[config.mk]
export PLATFORM = sky130hd
export DESIGN_NAME = csb_exec
export DESIGN_NICKNAME = d
export VERILOG_FILES = /design/src/rtl/csb_pkg.sv /design/src/rtl/csb_exec.sv
export VERILOG_INCLUDE_DIRS = /design/src /design/src/rtl
export SDC_FILE = /design/constraint.sdc
export NUM_CORES = 1
export LEC_CHECK = 0
export ABC_AREA = 0
export BUFFER_PORTS_ARGS = -buffer_cell sky130_fd_sc_hd__buf_4
export CORE_MARGIN = 4
export CORE_UTILIZATION = 35
export DETAILED_ROUTE_END_ITERATION = 10
export PLACE_DENSITY = 0.6
export SLEW_MARGIN = 20
export SYNTH_ARGS = -nofsm -noshare
export SYNTH_HDL_FRONTEND = slang
export SYNTH_SLANG_ARGS = --single-unit
[constraint.sdc]
create_clock -name CORE_CLK_IN -period 10.91 [get_ports CORE_CLK_IN]
set_input_delay 2.182 -clock CORE_CLK_IN [delete_from_list [all_inputs] [get_ports CORE_CLK_IN]]
set_output_delay 2.182 -clock CORE_CLK_IN [all_outputs]
set_load 0.02 [all_outputs]
[src/rtl/csb_defines.svh]
// register offsets, field positions, reset values and cycle counts
`ifndef CSB_DEFINES_SVH
`define CSB_DEFINES_SVH

`define CSB_OFS_CMD 8'h00
`define CSB_OFS_OPND 8'h04
`define CSB_OFS_FLAGS 8'h08
`define CSB_OFS_STAT 8'h0c
`define CSB_OFS_PAGE 8'h10
`define CSB_OFS_RSEL 8'h14
`define CSB_OFS_RDATA 8'h18
`define CSB_OFS_SP 8'h1c

`define CSB_CMD_OP_LSB 0
`define CSB_CMD_REG_LSB 5
`define CSB_CMD_BIT_LSB 10
`define CSB_CMD_PTR_LSB 13
`define CSB_CMD_R0_BIT 15

`define CSB_FLAG_C 0
`define CSB_FLAG_Z 1
`define CSB_FLAG_N 2
`define CSB_FLAG_V 3
`define CSB_FLAG_S 4
`define CSB_FLAG_H 5
`define CSB_FLAG_T 6
`define CSB_FLAG_I 7

`define CSB_FLAGS_RESET 8'h00
`define CSB_PAGE_RESET 8'h00
`define CSB_SP_RESET 16'h0000

`define CSB_CYC_ONE 2'h1
`define CSB_CYC_TWO 2'h2
`define CSB_CYC_THREE 2'h3

`define CSB_PTR_BASE 5'h1a

`endif

[src/rtl/csb_pkg.sv]
// types shared by the store and bit-operation execution unit
package csb_pkg;

	typedef enum logic [4:0] {
		OP_NOP,
		OP_STORE_IND,
		OP_STORE_IND_INC,
		OP_STORE_IND_DEC,
		OP_STORE_WITH_DISPLACEMENT,
		OP_STORE_DIRECT_OP,
		OP_PROGRAM_MEMORY_LOAD,
		OP_PROGRAM_MEMORY_LOAD_INC,
		OP_EXTENDED_PROGRAM_MEMORY_LOAD,
		OP_EXTENDED_PROGRAM_MEMORY_LOAD_INC,
		OP_PUSH,
		OP_POP,
		OP_IO_BIT_SET_OP,
		OP_IO_BIT_CLEAR_OP,
		OP_LOGICAL_SHIFT_LEFT_OP,
		OP_LOGICAL_SHIFT_RIGHT_OP,
		OP_ROTATE_LEFT_CARRY_OP,
		OP_ROTATE_RIGHT_CARRY_OP,
		OP_ARITH_SHIFT_RIGHT_OP,
		OP_BIT_TO_T_OP,
		OP_T_TO_BIT_OP,
		OP_FLAG_SET,
		OP_FLAG_CLEAR,
		OP_GLOBAL_IRQ_ENABLE_OP,
		OP_GLOBAL_IRQ_DISABLE_OP,
		OP_SLEEP,
		OP_WATCHDOG_RESTART_OP,
		OP_BREAK
	} csb_op_t;

	typedef enum logic {
		ST_IDLE,
		ST_RUN
	} csb_state_t;

	typedef struct packed {
		logic [15:0] addr;
		logic [7:0] wdata;
		logic we;
		logic re;
	} csb_dmem_req_t;

	typedef struct packed {
		logic [23:0] addr;
		logic re;
	} csb_pmem_req_t;

	typedef struct packed {
		logic [4:0] addr;
		logic [7:0] wdata;
		logic we;
		logic re;
	} csb_io_req_t;

	typedef struct packed {
		logic sleep;
		logic watchdog_restart_op;
		logic brk;
	} csb_ctl_pulse_t;

endpackage

[src/rtl/csb_exec.sv]
// store, program-load, stack, bit and flag instruction execution unit
// Operation
// - displacement store writes source to pointer plus q, pointer kept, two cycles
// - post-increment store writes at pointer, then pointer plus one, two cycles
// - pre-decrement store decrements pointer first, writes there, two cycles
// - direct store writes source to immediate address, two cycles, no flags
// - program load fetches Z byte into rd or r0, optional Z increment, three cycles
// - extended load uses page register above Z, increments both as one value
// - push writes register to stack in two cycles, flags kept
// - pop loads register from stack in two cycles, flags kept
// - io bit set forces only selected bit to one, two cycles
// - io bit clear forces only selected bit to zero, two cycles
// - logical shifts fill vacated bit with zero, update Z C N V, one cycle
// - rotate left puts old carry in bit 0, bit 7 into carry
// - rotate right puts old carry in bit 7, bit 0 into carry
// - arithmetic right shift keeps bit 7, updates Z C N V, one cycle
// - bit-to-T copies chosen register bit into T only, one cycle
// - T-to-bit copies T into chosen register bit, flags kept, one cycle
// - carry, negative, zero, sign set and clear touch only their flag
// - overflow, T, half-carry set and clear touch only their flag
// - nop, sleep and watchdog restart take one cycle, flags kept
// - break acts only with on-chip debug enabled
//
// The implementer's own choices: the address map and the APB interface to the registers.
`timescale 1ns/1ns
`default_nettype none
`include "csb_defines.svh"

module csb_exec (
	// clock, reset, enable
	input wire logic CORE_CLK_IN,
	input wire logic RST_N_IN,
	input wire logic CE_IN,
	// apb slave
	input wire logic PSEL_IN,
	input wire logic PENABLE_IN,
	input wire logic PWRITE_IN,
	input wire logic [7:0] PADDR_IN,
	input wire logic [31:0] PWDATA_IN,
	output logic [31:0] PRDATA_OUT,
	output logic PREADY_OUT,
	output logic PSLVERR_OUT,
	// data memory
	output csb_pkg::csb_dmem_req_t DMEM_REQ_OUT,
	input wire logic [7:0] DMEM_RDATA_IN,
	// program memory
	output csb_pkg::csb_pmem_req_t PMEM_REQ_OUT,
	input wire logic [7:0] PMEM_RDATA_IN,
	// io space
	output csb_pkg::csb_io_req_t IO_REQ_OUT,
	input wire logic [7:0] IO_RDATA_IN,
	// control units
	input wire logic DEBUG_EN_IN,
	output csb_pkg::csb_ctl_pulse_t CTL_PULSE_OUT
);
	import csb_pkg::*;

	csb_state_t state_reg, state_next;
	csb_op_t op_reg;
	logic [1:0] step_reg, step_next, len_reg;
	logic [4:0] rsel_cmd_reg, rsel_reg;
	logic [2:0] bit_reg;
	logic [1:0] ptr_reg;
	logic r0_reg;
	logic [15:0] opnd_reg, opnd_cmd_reg;
	logic [7:0] flags_reg, flags_next;
	logic [7:0] page_reg, page_next;
	logic [15:0] sp_reg, sp_next;
	logic [7:0] rf_reg [32], rf_next [32];

	// bus decode
	wire apb_wr = PSEL_IN & PENABLE_IN & PWRITE_IN & CE_IN;
	wire idle = (state_reg == ST_IDLE);
	wire hit_cmd = (PADDR_IN == `CSB_OFS_CMD);
	wire hit_opnd = (PADDR_IN == `CSB_OFS_OPND);
	wire hit_flags = (PADDR_IN == `CSB_OFS_FLAGS);
	wire hit_stat = (PADDR_IN == `CSB_OFS_STAT);
	wire hit_page = (PADDR_IN == `CSB_OFS_PAGE);
	wire hit_rsel = (PADDR_IN == `CSB_OFS_RSEL);
	wire hit_rdata = (PADDR_IN == `CSB_OFS_RDATA);
	wire hit_sp = (PADDR_IN == `CSB_OFS_SP);
	wire hit_any = hit_cmd | hit_opnd | hit_flags | hit_stat | hit_page |
		hit_rsel | hit_rdata | hit_sp;
	wire start = apb_wr & hit_cmd & idle;
	wire sw_wr = apb_wr & idle;
	wire [4:0] cmd_op = PWDATA_IN[`CSB_CMD_OP_LSB +: 5];

	assign PREADY_OUT = CE_IN;
	assign PSLVERR_OUT = PSEL_IN & PENABLE_IN & ~hit_any;
	assign PRDATA_OUT = hit_opnd ? {16'h0000, opnd_reg} :
		hit_flags ? {24'h000000, flags_reg} :
		hit_stat ? {24'h000000, op_reg, step_reg, ~idle} :
		hit_page ? {24'h000000, page_reg} :
		hit_rsel ? {27'h0000000, rsel_reg} :
		hit_rdata ? {24'h000000, rf_reg[rsel_reg]} :
		hit_sp ? {16'h0000, sp_reg} : 32'h00000000;

	// cycles per instruction
	logic [1:0] cmd_len;
	always_comb begin
		case (cmd_op)
			OP_STORE_IND, OP_STORE_IND_INC, OP_STORE_IND_DEC,
			OP_STORE_WITH_DISPLACEMENT, OP_STORE_DIRECT_OP,
			OP_PUSH, OP_POP, OP_IO_BIT_SET_OP,
			OP_IO_BIT_CLEAR_OP: cmd_len = `CSB_CYC_TWO;
			OP_PROGRAM_MEMORY_LOAD, OP_PROGRAM_MEMORY_LOAD_INC,
			OP_EXTENDED_PROGRAM_MEMORY_LOAD,
			OP_EXTENDED_PROGRAM_MEMORY_LOAD_INC: cmd_len = `CSB_CYC_THREE;
			default: cmd_len = `CSB_CYC_ONE;
		endcase
	end

	// operands of the running instruction
	wire run = (state_reg == ST_RUN) & CE_IN;
	wire is_pload = (op_reg >= OP_PROGRAM_MEMORY_LOAD) &
		(op_reg <= OP_EXTENDED_PROGRAM_MEMORY_LOAD_INC);
	wire [1:0] ptr_sel = (is_pload || ptr_reg == 2'h3) ? 2'h2 : ptr_reg;
	wire [4:0] ptr_idx = `CSB_PTR_BASE + {2'h0, ptr_sel, 1'b0};
	wire [4:0] ptr_idx_hi = ptr_idx + 5'h01;
	wire [15:0] ptr_val = {rf_reg[ptr_idx_hi], rf_reg[ptr_idx]};
	wire [15:0] ptr_inc = ptr_val + 16'h0001;
	wire [15:0] ptr_dec = ptr_val - 16'h0001;
	wire [15:0] ptr_disp = ptr_val + {10'h000, opnd_cmd_reg[5:0]};
	wire [23:0] ext_addr = {page_reg, ptr_val};
	wire [23:0] ext_inc = ext_addr + 24'h000001;
	wire [4:0] rd_idx = r0_reg ? 5'h00 : rsel_cmd_reg;
	wire [7:0] src = rf_reg[rsel_cmd_reg];
	wire [7:0] bit_mask = 8'h01 << bit_reg;
	wire old_c = flags_reg[`CSB_FLAG_C];
	wire old_t = flags_reg[`CSB_FLAG_T];

	// shift results and carry out
	logic [7:0] sh_res;
	logic sh_c;
	always_comb begin
		case (op_reg)
			OP_LOGICAL_SHIFT_LEFT_OP: {sh_c, sh_res} = {src, 1'b0};
			OP_LOGICAL_SHIFT_RIGHT_OP: {sh_res, sh_c} = {1'b0, src};
			OP_ROTATE_LEFT_CARRY_OP: {sh_c, sh_res} = {src, old_c};
			OP_ROTATE_RIGHT_CARRY_OP: {sh_res, sh_c} = {old_c, src};
			OP_ARITH_SHIFT_RIGHT_OP: {sh_res, sh_c} = {src[7], src};
			default: {sh_c, sh_res} = 9'h000;
		endcase
	end

	// per-cycle actions
	csb_dmem_req_t dmem;
	csb_pmem_req_t pmem;
	csb_io_req_t io;
	csb_ctl_pulse_t ctl;
	logic rd_we, ptr_we;
	logic [7:0] rd_data;
	logic [15:0] ptr_new;
	wire s0 = run & (step_reg == 2'h0);
	wire s1 = run & (step_reg == 2'h1);
	always_comb begin
		dmem = '0;
		pmem = '0;
		io = '0;
		ctl = '0;
		rd_we = 1'b0;
		rd_data = 8'h00;
		ptr_we = 1'b0;
		ptr_new = ptr_val;
		flags_next = flags_reg;
		page_next = page_reg;
		sp_next = sp_reg;
		if (sw_wr && hit_flags) flags_next = PWDATA_IN[7:0];
		if (sw_wr && hit_page) page_next = PWDATA_IN[7:0];
		if (sw_wr && hit_sp) sp_next = PWDATA_IN[15:0];
		dmem.wdata = src;
		io.addr = opnd_cmd_reg[4:0];
		case (op_reg)
			OP_STORE_IND: begin
				dmem.we = s0;
				dmem.addr = ptr_val;
			end
			OP_STORE_IND_INC: begin
				dmem.we = s0;
				dmem.addr = ptr_val;
				ptr_we = s1;
				ptr_new = ptr_inc;
			end
			OP_STORE_IND_DEC: begin
				dmem.we = s0;
				dmem.addr = ptr_dec;
				ptr_we = s0;
				ptr_new = ptr_dec;
			end
			OP_STORE_WITH_DISPLACEMENT: begin
				dmem.we = s0;
				dmem.addr = ptr_disp;
			end
			OP_STORE_DIRECT_OP: begin
				dmem.we = s0;
				dmem.addr = opnd_cmd_reg;
			end
			OP_PROGRAM_MEMORY_LOAD, OP_PROGRAM_MEMORY_LOAD_INC: begin
				pmem.re = s0;
				pmem.addr = {8'h00, ptr_val};
				rd_we = s1;
				rd_data = PMEM_RDATA_IN;
				ptr_we = s1 & (op_reg == OP_PROGRAM_MEMORY_LOAD_INC);
				ptr_new = ptr_inc;
			end
			OP_EXTENDED_PROGRAM_MEMORY_LOAD,
			OP_EXTENDED_PROGRAM_MEMORY_LOAD_INC: begin
				pmem.re = s0;
				pmem.addr = ext_addr;
				rd_we = s1;
				rd_data = PMEM_RDATA_IN;
				ptr_we = s1 & (op_reg == OP_EXTENDED_PROGRAM_MEMORY_LOAD_INC);
				ptr_new = ext_inc[15:0];
				if (ptr_we) page_next = ext_inc[23:16];
			end
			OP_PUSH: begin
				dmem.we = s0;
				dmem.addr = sp_reg;
				if (s0) sp_next = sp_reg - 16'h0001;
			end
			OP_POP: begin
				dmem.re = s0;
				dmem.addr = sp_reg + 16'h0001;
				if (s0) sp_next = sp_reg + 16'h0001;
				rd_we = s1;
				rd_data = DMEM_RDATA_IN;
			end
			OP_IO_BIT_SET_OP, OP_IO_BIT_CLEAR_OP: begin
				io.re = s0;
				io.we = s1;
				io.wdata = (op_reg == OP_IO_BIT_SET_OP) ?
					(IO_RDATA_IN | bit_mask) :
					(IO_RDATA_IN & ~bit_mask);
			end
			OP_LOGICAL_SHIFT_LEFT_OP, OP_LOGICAL_SHIFT_RIGHT_OP,
			OP_ROTATE_LEFT_CARRY_OP, OP_ROTATE_RIGHT_CARRY_OP,
			OP_ARITH_SHIFT_RIGHT_OP: begin
				rd_we = s0;
				rd_data = sh_res;
				if (s0) begin
					flags_next[`CSB_FLAG_C] = sh_c;
					flags_next[`CSB_FLAG_Z] = (sh_res == 8'h00);
					flags_next[`CSB_FLAG_N] = sh_res[7];
					flags_next[`CSB_FLAG_V] = sh_res[7] ^ sh_c;
				end
			end
			OP_BIT_TO_T_OP: begin
				if (s0) flags_next[`CSB_FLAG_T] = src[bit_reg];
			end
			OP_T_TO_BIT_OP: begin
				rd_we = s0;
				rd_data = old_t ? (src | bit_mask) : (src & ~bit_mask);
			end
			OP_FLAG_SET: begin
				if (s0) flags_next[bit_reg] = 1'b1;
			end
			OP_FLAG_CLEAR: begin
				if (s0) flags_next[bit_reg] = 1'b0;
			end
			OP_GLOBAL_IRQ_ENABLE_OP: begin
				if (s0) flags_next[`CSB_FLAG_I] = 1'b1;
			end
			OP_GLOBAL_IRQ_DISABLE_OP: begin
				if (s0) flags_next[`CSB_FLAG_I] = 1'b0;
			end
			OP_SLEEP: ctl.sleep = s0;
			OP_WATCHDOG_RESTART_OP: ctl.watchdog_restart_op = s0;
			OP_BREAK: ctl.brk = s0 & DEBUG_EN_IN;
			default: ctl = '0;
		endcase
	end

	assign DMEM_REQ_OUT = dmem;
	assign PMEM_REQ_OUT = pmem;
	assign IO_REQ_OUT = io;
	assign CTL_PULSE_OUT = ctl;

	// sequencing
	wire last = (step_reg == len_reg - 2'h1);
	always_comb begin
		state_next = state_reg;
		step_next = step_reg;
		case (state_reg)
			ST_IDLE: begin
				if (start) begin
					state_next = ST_RUN;
					step_next = 2'h0;
				end
			end
			ST_RUN: begin
				if (last) state_next = ST_IDLE;
				else step_next = step_reg + 2'h1;
			end
			default: state_next = ST_IDLE;
		endcase
	end

	// register file update
	always_comb begin
		rf_next = rf_reg;
		if (sw_wr && hit_rdata) rf_next[rsel_reg] = PWDATA_IN[7:0];
		if (rd_we) rf_next[rd_idx] = rd_data;
		if (ptr_we) begin
			rf_next[ptr_idx] = ptr_new[7:0];
			rf_next[ptr_idx_hi] = ptr_new[15:8];
		end
	end

	always_ff @(posedge CORE_CLK_IN or negedge RST_N_IN) begin
		if (!RST_N_IN) begin
			rf_reg <= '{default: 8'h00};
		end else if (CE_IN) begin
			rf_reg <= rf_next;
		end
	end

	always_ff @(posedge CORE_CLK_IN or negedge RST_N_IN) begin
		if (!RST_N_IN) begin
			state_reg <= ST_IDLE;
			step_reg <= 2'h0;
			flags_reg <= `CSB_FLAGS_RESET;
			page_reg <= `CSB_PAGE_RESET;
			sp_reg <= `CSB_SP_RESET;
		end else if (CE_IN) begin
			state_reg <= state_next;
			step_reg <= step_next;
			flags_reg <= flags_next;
			page_reg <= page_next;
			sp_reg <= sp_next;
		end
	end

	always_ff @(posedge CORE_CLK_IN or negedge RST_N_IN) begin
		if (!RST_N_IN) begin
			opnd_reg <= 16'h0000;
			rsel_reg <= 5'h00;
		end else if (CE_IN) begin
			if (apb_wr && hit_opnd) opnd_reg <= PWDATA_IN[15:0];
			if (apb_wr && hit_rsel) rsel_reg <= PWDATA_IN[4:0];
		end
	end

	// instruction latch
	always_ff @(posedge CORE_CLK_IN or negedge RST_N_IN) begin
		if (!RST_N_IN) begin
			op_reg <= OP_NOP;
			len_reg <= `CSB_CYC_ONE;
			rsel_cmd_reg <= 5'h00;
			bit_reg <= 3'h0;
			ptr_reg <= 2'h0;
			r0_reg <= 1'b0;
			opnd_cmd_reg <= 16'h0000;
		end else if (CE_IN && start) begin
			op_reg <= csb_op_t'(cmd_op);
			len_reg <= cmd_len;
			rsel_cmd_reg <= PWDATA_IN[`CSB_CMD_REG_LSB +: 5];
			bit_reg <= PWDATA_IN[`CSB_CMD_BIT_LSB +: 3];
			ptr_reg <= PWDATA_IN[`CSB_CMD_PTR_LSB +: 2];
			r0_reg <= PWDATA_IN[`CSB_CMD_R0_BIT];
			opnd_cmd_reg <= opnd_reg;
		end
	end

endmodule // csb_exec

`default_nettype wire

==> results.toml <==
[outcome]
status = "complete, no violations"

[worst_setup_path]
cp.required_ps = 8730
path_cells = "nor4b_2, or3_1, ha_1, buf_4, or2_2, o22ai_1, mux2i_1, o21a_1, ha_1, a21o_1, a21oi_1, o21ai_0, a21oi_1, or3_4, nor4_4, xnor2_1, a222oi_1, o211ai_1, buf_4"
critPathMaxFanout = 31
startpoint_type = "register"
critPathKind = "reg2out"
critPathMaxStageDelay_ps = 1030
arrival_ps = 7340
slowest_stage = "nor4b_2"
crit_path_end_kind = "primary output"

[global_route]
use_met1_pct = 36.6
grt-ovfl-total = 0
grt_pass1_wl_um = 162000
gr-usage-all-layers_pct = 27.5
use_met3_pct = 7.11
grt_most_used_layer = "met2"
grt_pass1_vias = 23059
grt_max_degree = 100
use_met2_pct = 42.0
antenna_found_initial = 4

[logic_synthesis]
ys.flop_type = "dfrtp_1"
syn_inst = 2761
ys_seq_area_share_pct = 33.5
synth.distinct_cells = 92
synth-seq-cells = 346
yosys_warnings = 0
syn_avg_cell_area_um2 = 9.36
synth_edf_count = 0
async_reset_ff_share_pct = 100
synth_area_um2 = 25800

[clock_tree]
insertion_delay_ps = 600
cts_buffer_depth = 3
post_cts_buffers = 0
clkSinkCount = 346
cts-root-buf = "clkbuf_16"
cts_tree = "done"
ctsResizeCount = 0
path_clk_slew_ps = 60
cts_htree_levels = 2
cts_buffers = 43
postCtsHoldBufs = 0

[worst_hold_path]
hp-class = "reg2reg"

[placement]
gp_congestion = 0.993
dp_hpwl_um = 76200
io_buffers = 141

[finish]
fin_nets = 2827
postLayoutCoreUtil_pct = 39.7
area_growth_pct = 12.4
drive_above_1_share_pct = 22.9
fillers = 7285
final-seq-area_um2 = 8670
multi_input_area_um2 = 16100
largest_reg_flops = 256

[pwr]
power_frac_seq_pct = 43.3
internal_power_mw = 2.25
pwr-share-comb_pct = 5.8
swShare_pct = 25.1
powerDensity_nw_per_um2 = 104
p_sw_uw = 757
clkPwrFrac_pct = 50.9
vdd_drop_max_mv = 0.0954
cellLeakagePower_nw = 12.1

[sta]
fin_skew_ps = 17.2
period_minus_slack_ps = 9520
finalSetupTns_ps = 0
slew_violations = 0
clock.fmax_ghz = 0.105
fin_crit_sh_pct = 87.2
rsz0062_at_grt = "false"
finalSetupViolCount = 0
tightest_slew_ps = 1130
finalHoldViolCount = 0
max_slew_margin_pct = 23.8

[route]
drcViolationCount = 0
drtIter0Drc = 3467
routedWlPerCell_um = 29.8
drt-total-wl_um = 111000
dr_total_vias = 24770
via_per_inst = 6.64
ant_nets = 0
drtPass1Iterations = 6

[die]
row_count = 99
start_util_pct = 35.4
die_h_um = 280
die_w_um = 280
core_area_um2 = 73100
pin_count = 174
dieArea_um2 = 78200

[run]
cap_violations = 0
[synthesized netlist by cell type (41+ instances only)]
cell type,instances,area (µm²)
nor3_1,41,205
mux2i_1,83,831
dfrtp_1,345,8630
a22oi_1,49,368
o22ai_1,155,970
mux4_2,156,3510
o21ai_0,150,751
nor2_1,197,739
nand3_1,58,290
nand2_1,291,1090
a21oi_1,262,1310
o21ai_1,43,215
clkbuf_1,199,747
mux2_2,153,1720
[power groups by stage]
stage | logic, mW | registers (mW) | clock network, mW
finish | 0.174 | 1.30 | 1.53
global route | 0.185 | 1.30 | 1.59
CTS | 0.170 | 1.30 | 1.54
detailed placement | 0.170 | 1.33 | 0
global placement | 0.169 | 1.33 | 0
floorplan | 0.0900 | 1.32 | 0
[path summary, 6_finish.rpt]
| check | endpoint | depth (start not counted) | start | slack (ps) |
|---|---|---|---|---|
| worst max-delay path | DMEM_REQ_OUT[25] | 19 | op_reg[4] | 1390 |
| worst min-delay path | len_reg[0] | 2 | len_reg[0] | 500 |
| worst max register to register | rf_reg[193] | 14 | op_reg[4] | 4470 |
| worst min register to register | len_reg[0] | 2 | len_reg[0] | 500 |
| max in group asynchronous | rf_reg[171] | 3 | RST_N_IN | 7030 |
| min in group asynchronous | opnd_cmd_reg[10] | 1 | RST_N_IN | 1600 |
[final cells by class]
class	count	area share [%]
antenna	2	0.0172
clock buffer	64	4.46
clock inverter	13	0.668
inverter	39	0.504
multi-input combinational	2116	55.4
sequential	346	29.9
tap	959	4.13
timing repair buffer	189	4.91
[layout by cell type (no fill, tap or decap), types with 14 or more instances in the layout]
cell type | synthesis | layout
mux2i_1 | 83 | 83
a21o_1 | 17 | 17
o21ai_1 | 43 | 43
and3_1 | 37 | 37
dfrtp_1 | 345 | 341
o21ai_0 | 150 | 150
a221oi_1 | 15 | 14
xor2_1 | 17 | 15
inv_1 | 33 | 33
nor2_1 | 197 | 194
o22ai_1 | 155 | 155
a22oi_1 | 49 | 49
nand2b_1 | 14 | 14
clkbuf_8 | 0 | 14
o221ai_1 | 18 | 18
a211oi_1 | 26 | 26
ha_1 | 20 | 20
clkbuf_16 | 0 | 43
nand3_1 | 58 | 58
mux4_2 | 156 | 156
and2_1 | 29 | 29
xnor2_1 | 32 | 29
buf_4 | 24 | 187
a221o_1 | 22 | 22
o211ai_1 | 28 | 28
nand2_1 | 291 | 291
mux2_2 | 153 | 153
a21oi_1 | 262 | 261
nor3_1 | 41 | 36
nand4_1 | 15 | 15
conb_1 | 1 | 16
[through the flow]
step                      hold WS [ps]  cell area [µm²]  power [mW]  setup slack [ps]  std cells
after floorplan                    462            25900        1.41              3490       2776
after global placement             479            27500        1.49              2240       3648
after detailed placement           487            27500        1.50              2100       3648
after CTS                          496            29000        3.01              1480       3725
after global routing               509            29000        3.08              1050       3727
final                              499            29000        3.01              1390       3728
[worst max-delay path: cells and delay by family (launching register included)]
family                   cells  cell delay, ps
AND/OR/NAND/NOR              5            2380
buffers and inverters        2             710
AO/OA/AOI/OAI                8            1820
multiplexers                 1             260
XOR/XNOR                     1             110
flip-flops                   1             710
adder cells (fa/ha/maj)      2             690
[per-layer routing]
| metal | wire length (µm) | up-vias | part of all wire [%] |
|---|---|---|---|
| met5 | 0 | - | 0 |
| met4 | 6280 | 0 | 5.7 |
| met3 | 13300 | 288 | 12 |
| met2 | 49400 | 1791 | 44 |
| met1 | 42100 | 12315 | 38 |
| li1 | - | 10376 | - |
[cells by family (layout without fill, tap and decap cells)]
| group | count (synthesis) | in the layout | synth area share, % |
|---|---|---|---|
| adder cells (fa/ha/maj) | 21 | 21 | 1.05 |
| AND/OR/NAND/NOR | 766 | 766 | 14.0 |
| flip-flops | 346 | 346 | 33.5 |
| AO/OA/AOI/OAI | 865 | 865 | 20.9 |
| buffers and inverters | 314 | 305 | 5.05 |
| XOR/XNOR | 50 | 50 | 1.72 |
| multiplexers | 398 | 398 | 23.8 |
| other | 1 | 18 | 0.0145 |
(Power assumes the default switching activity.)
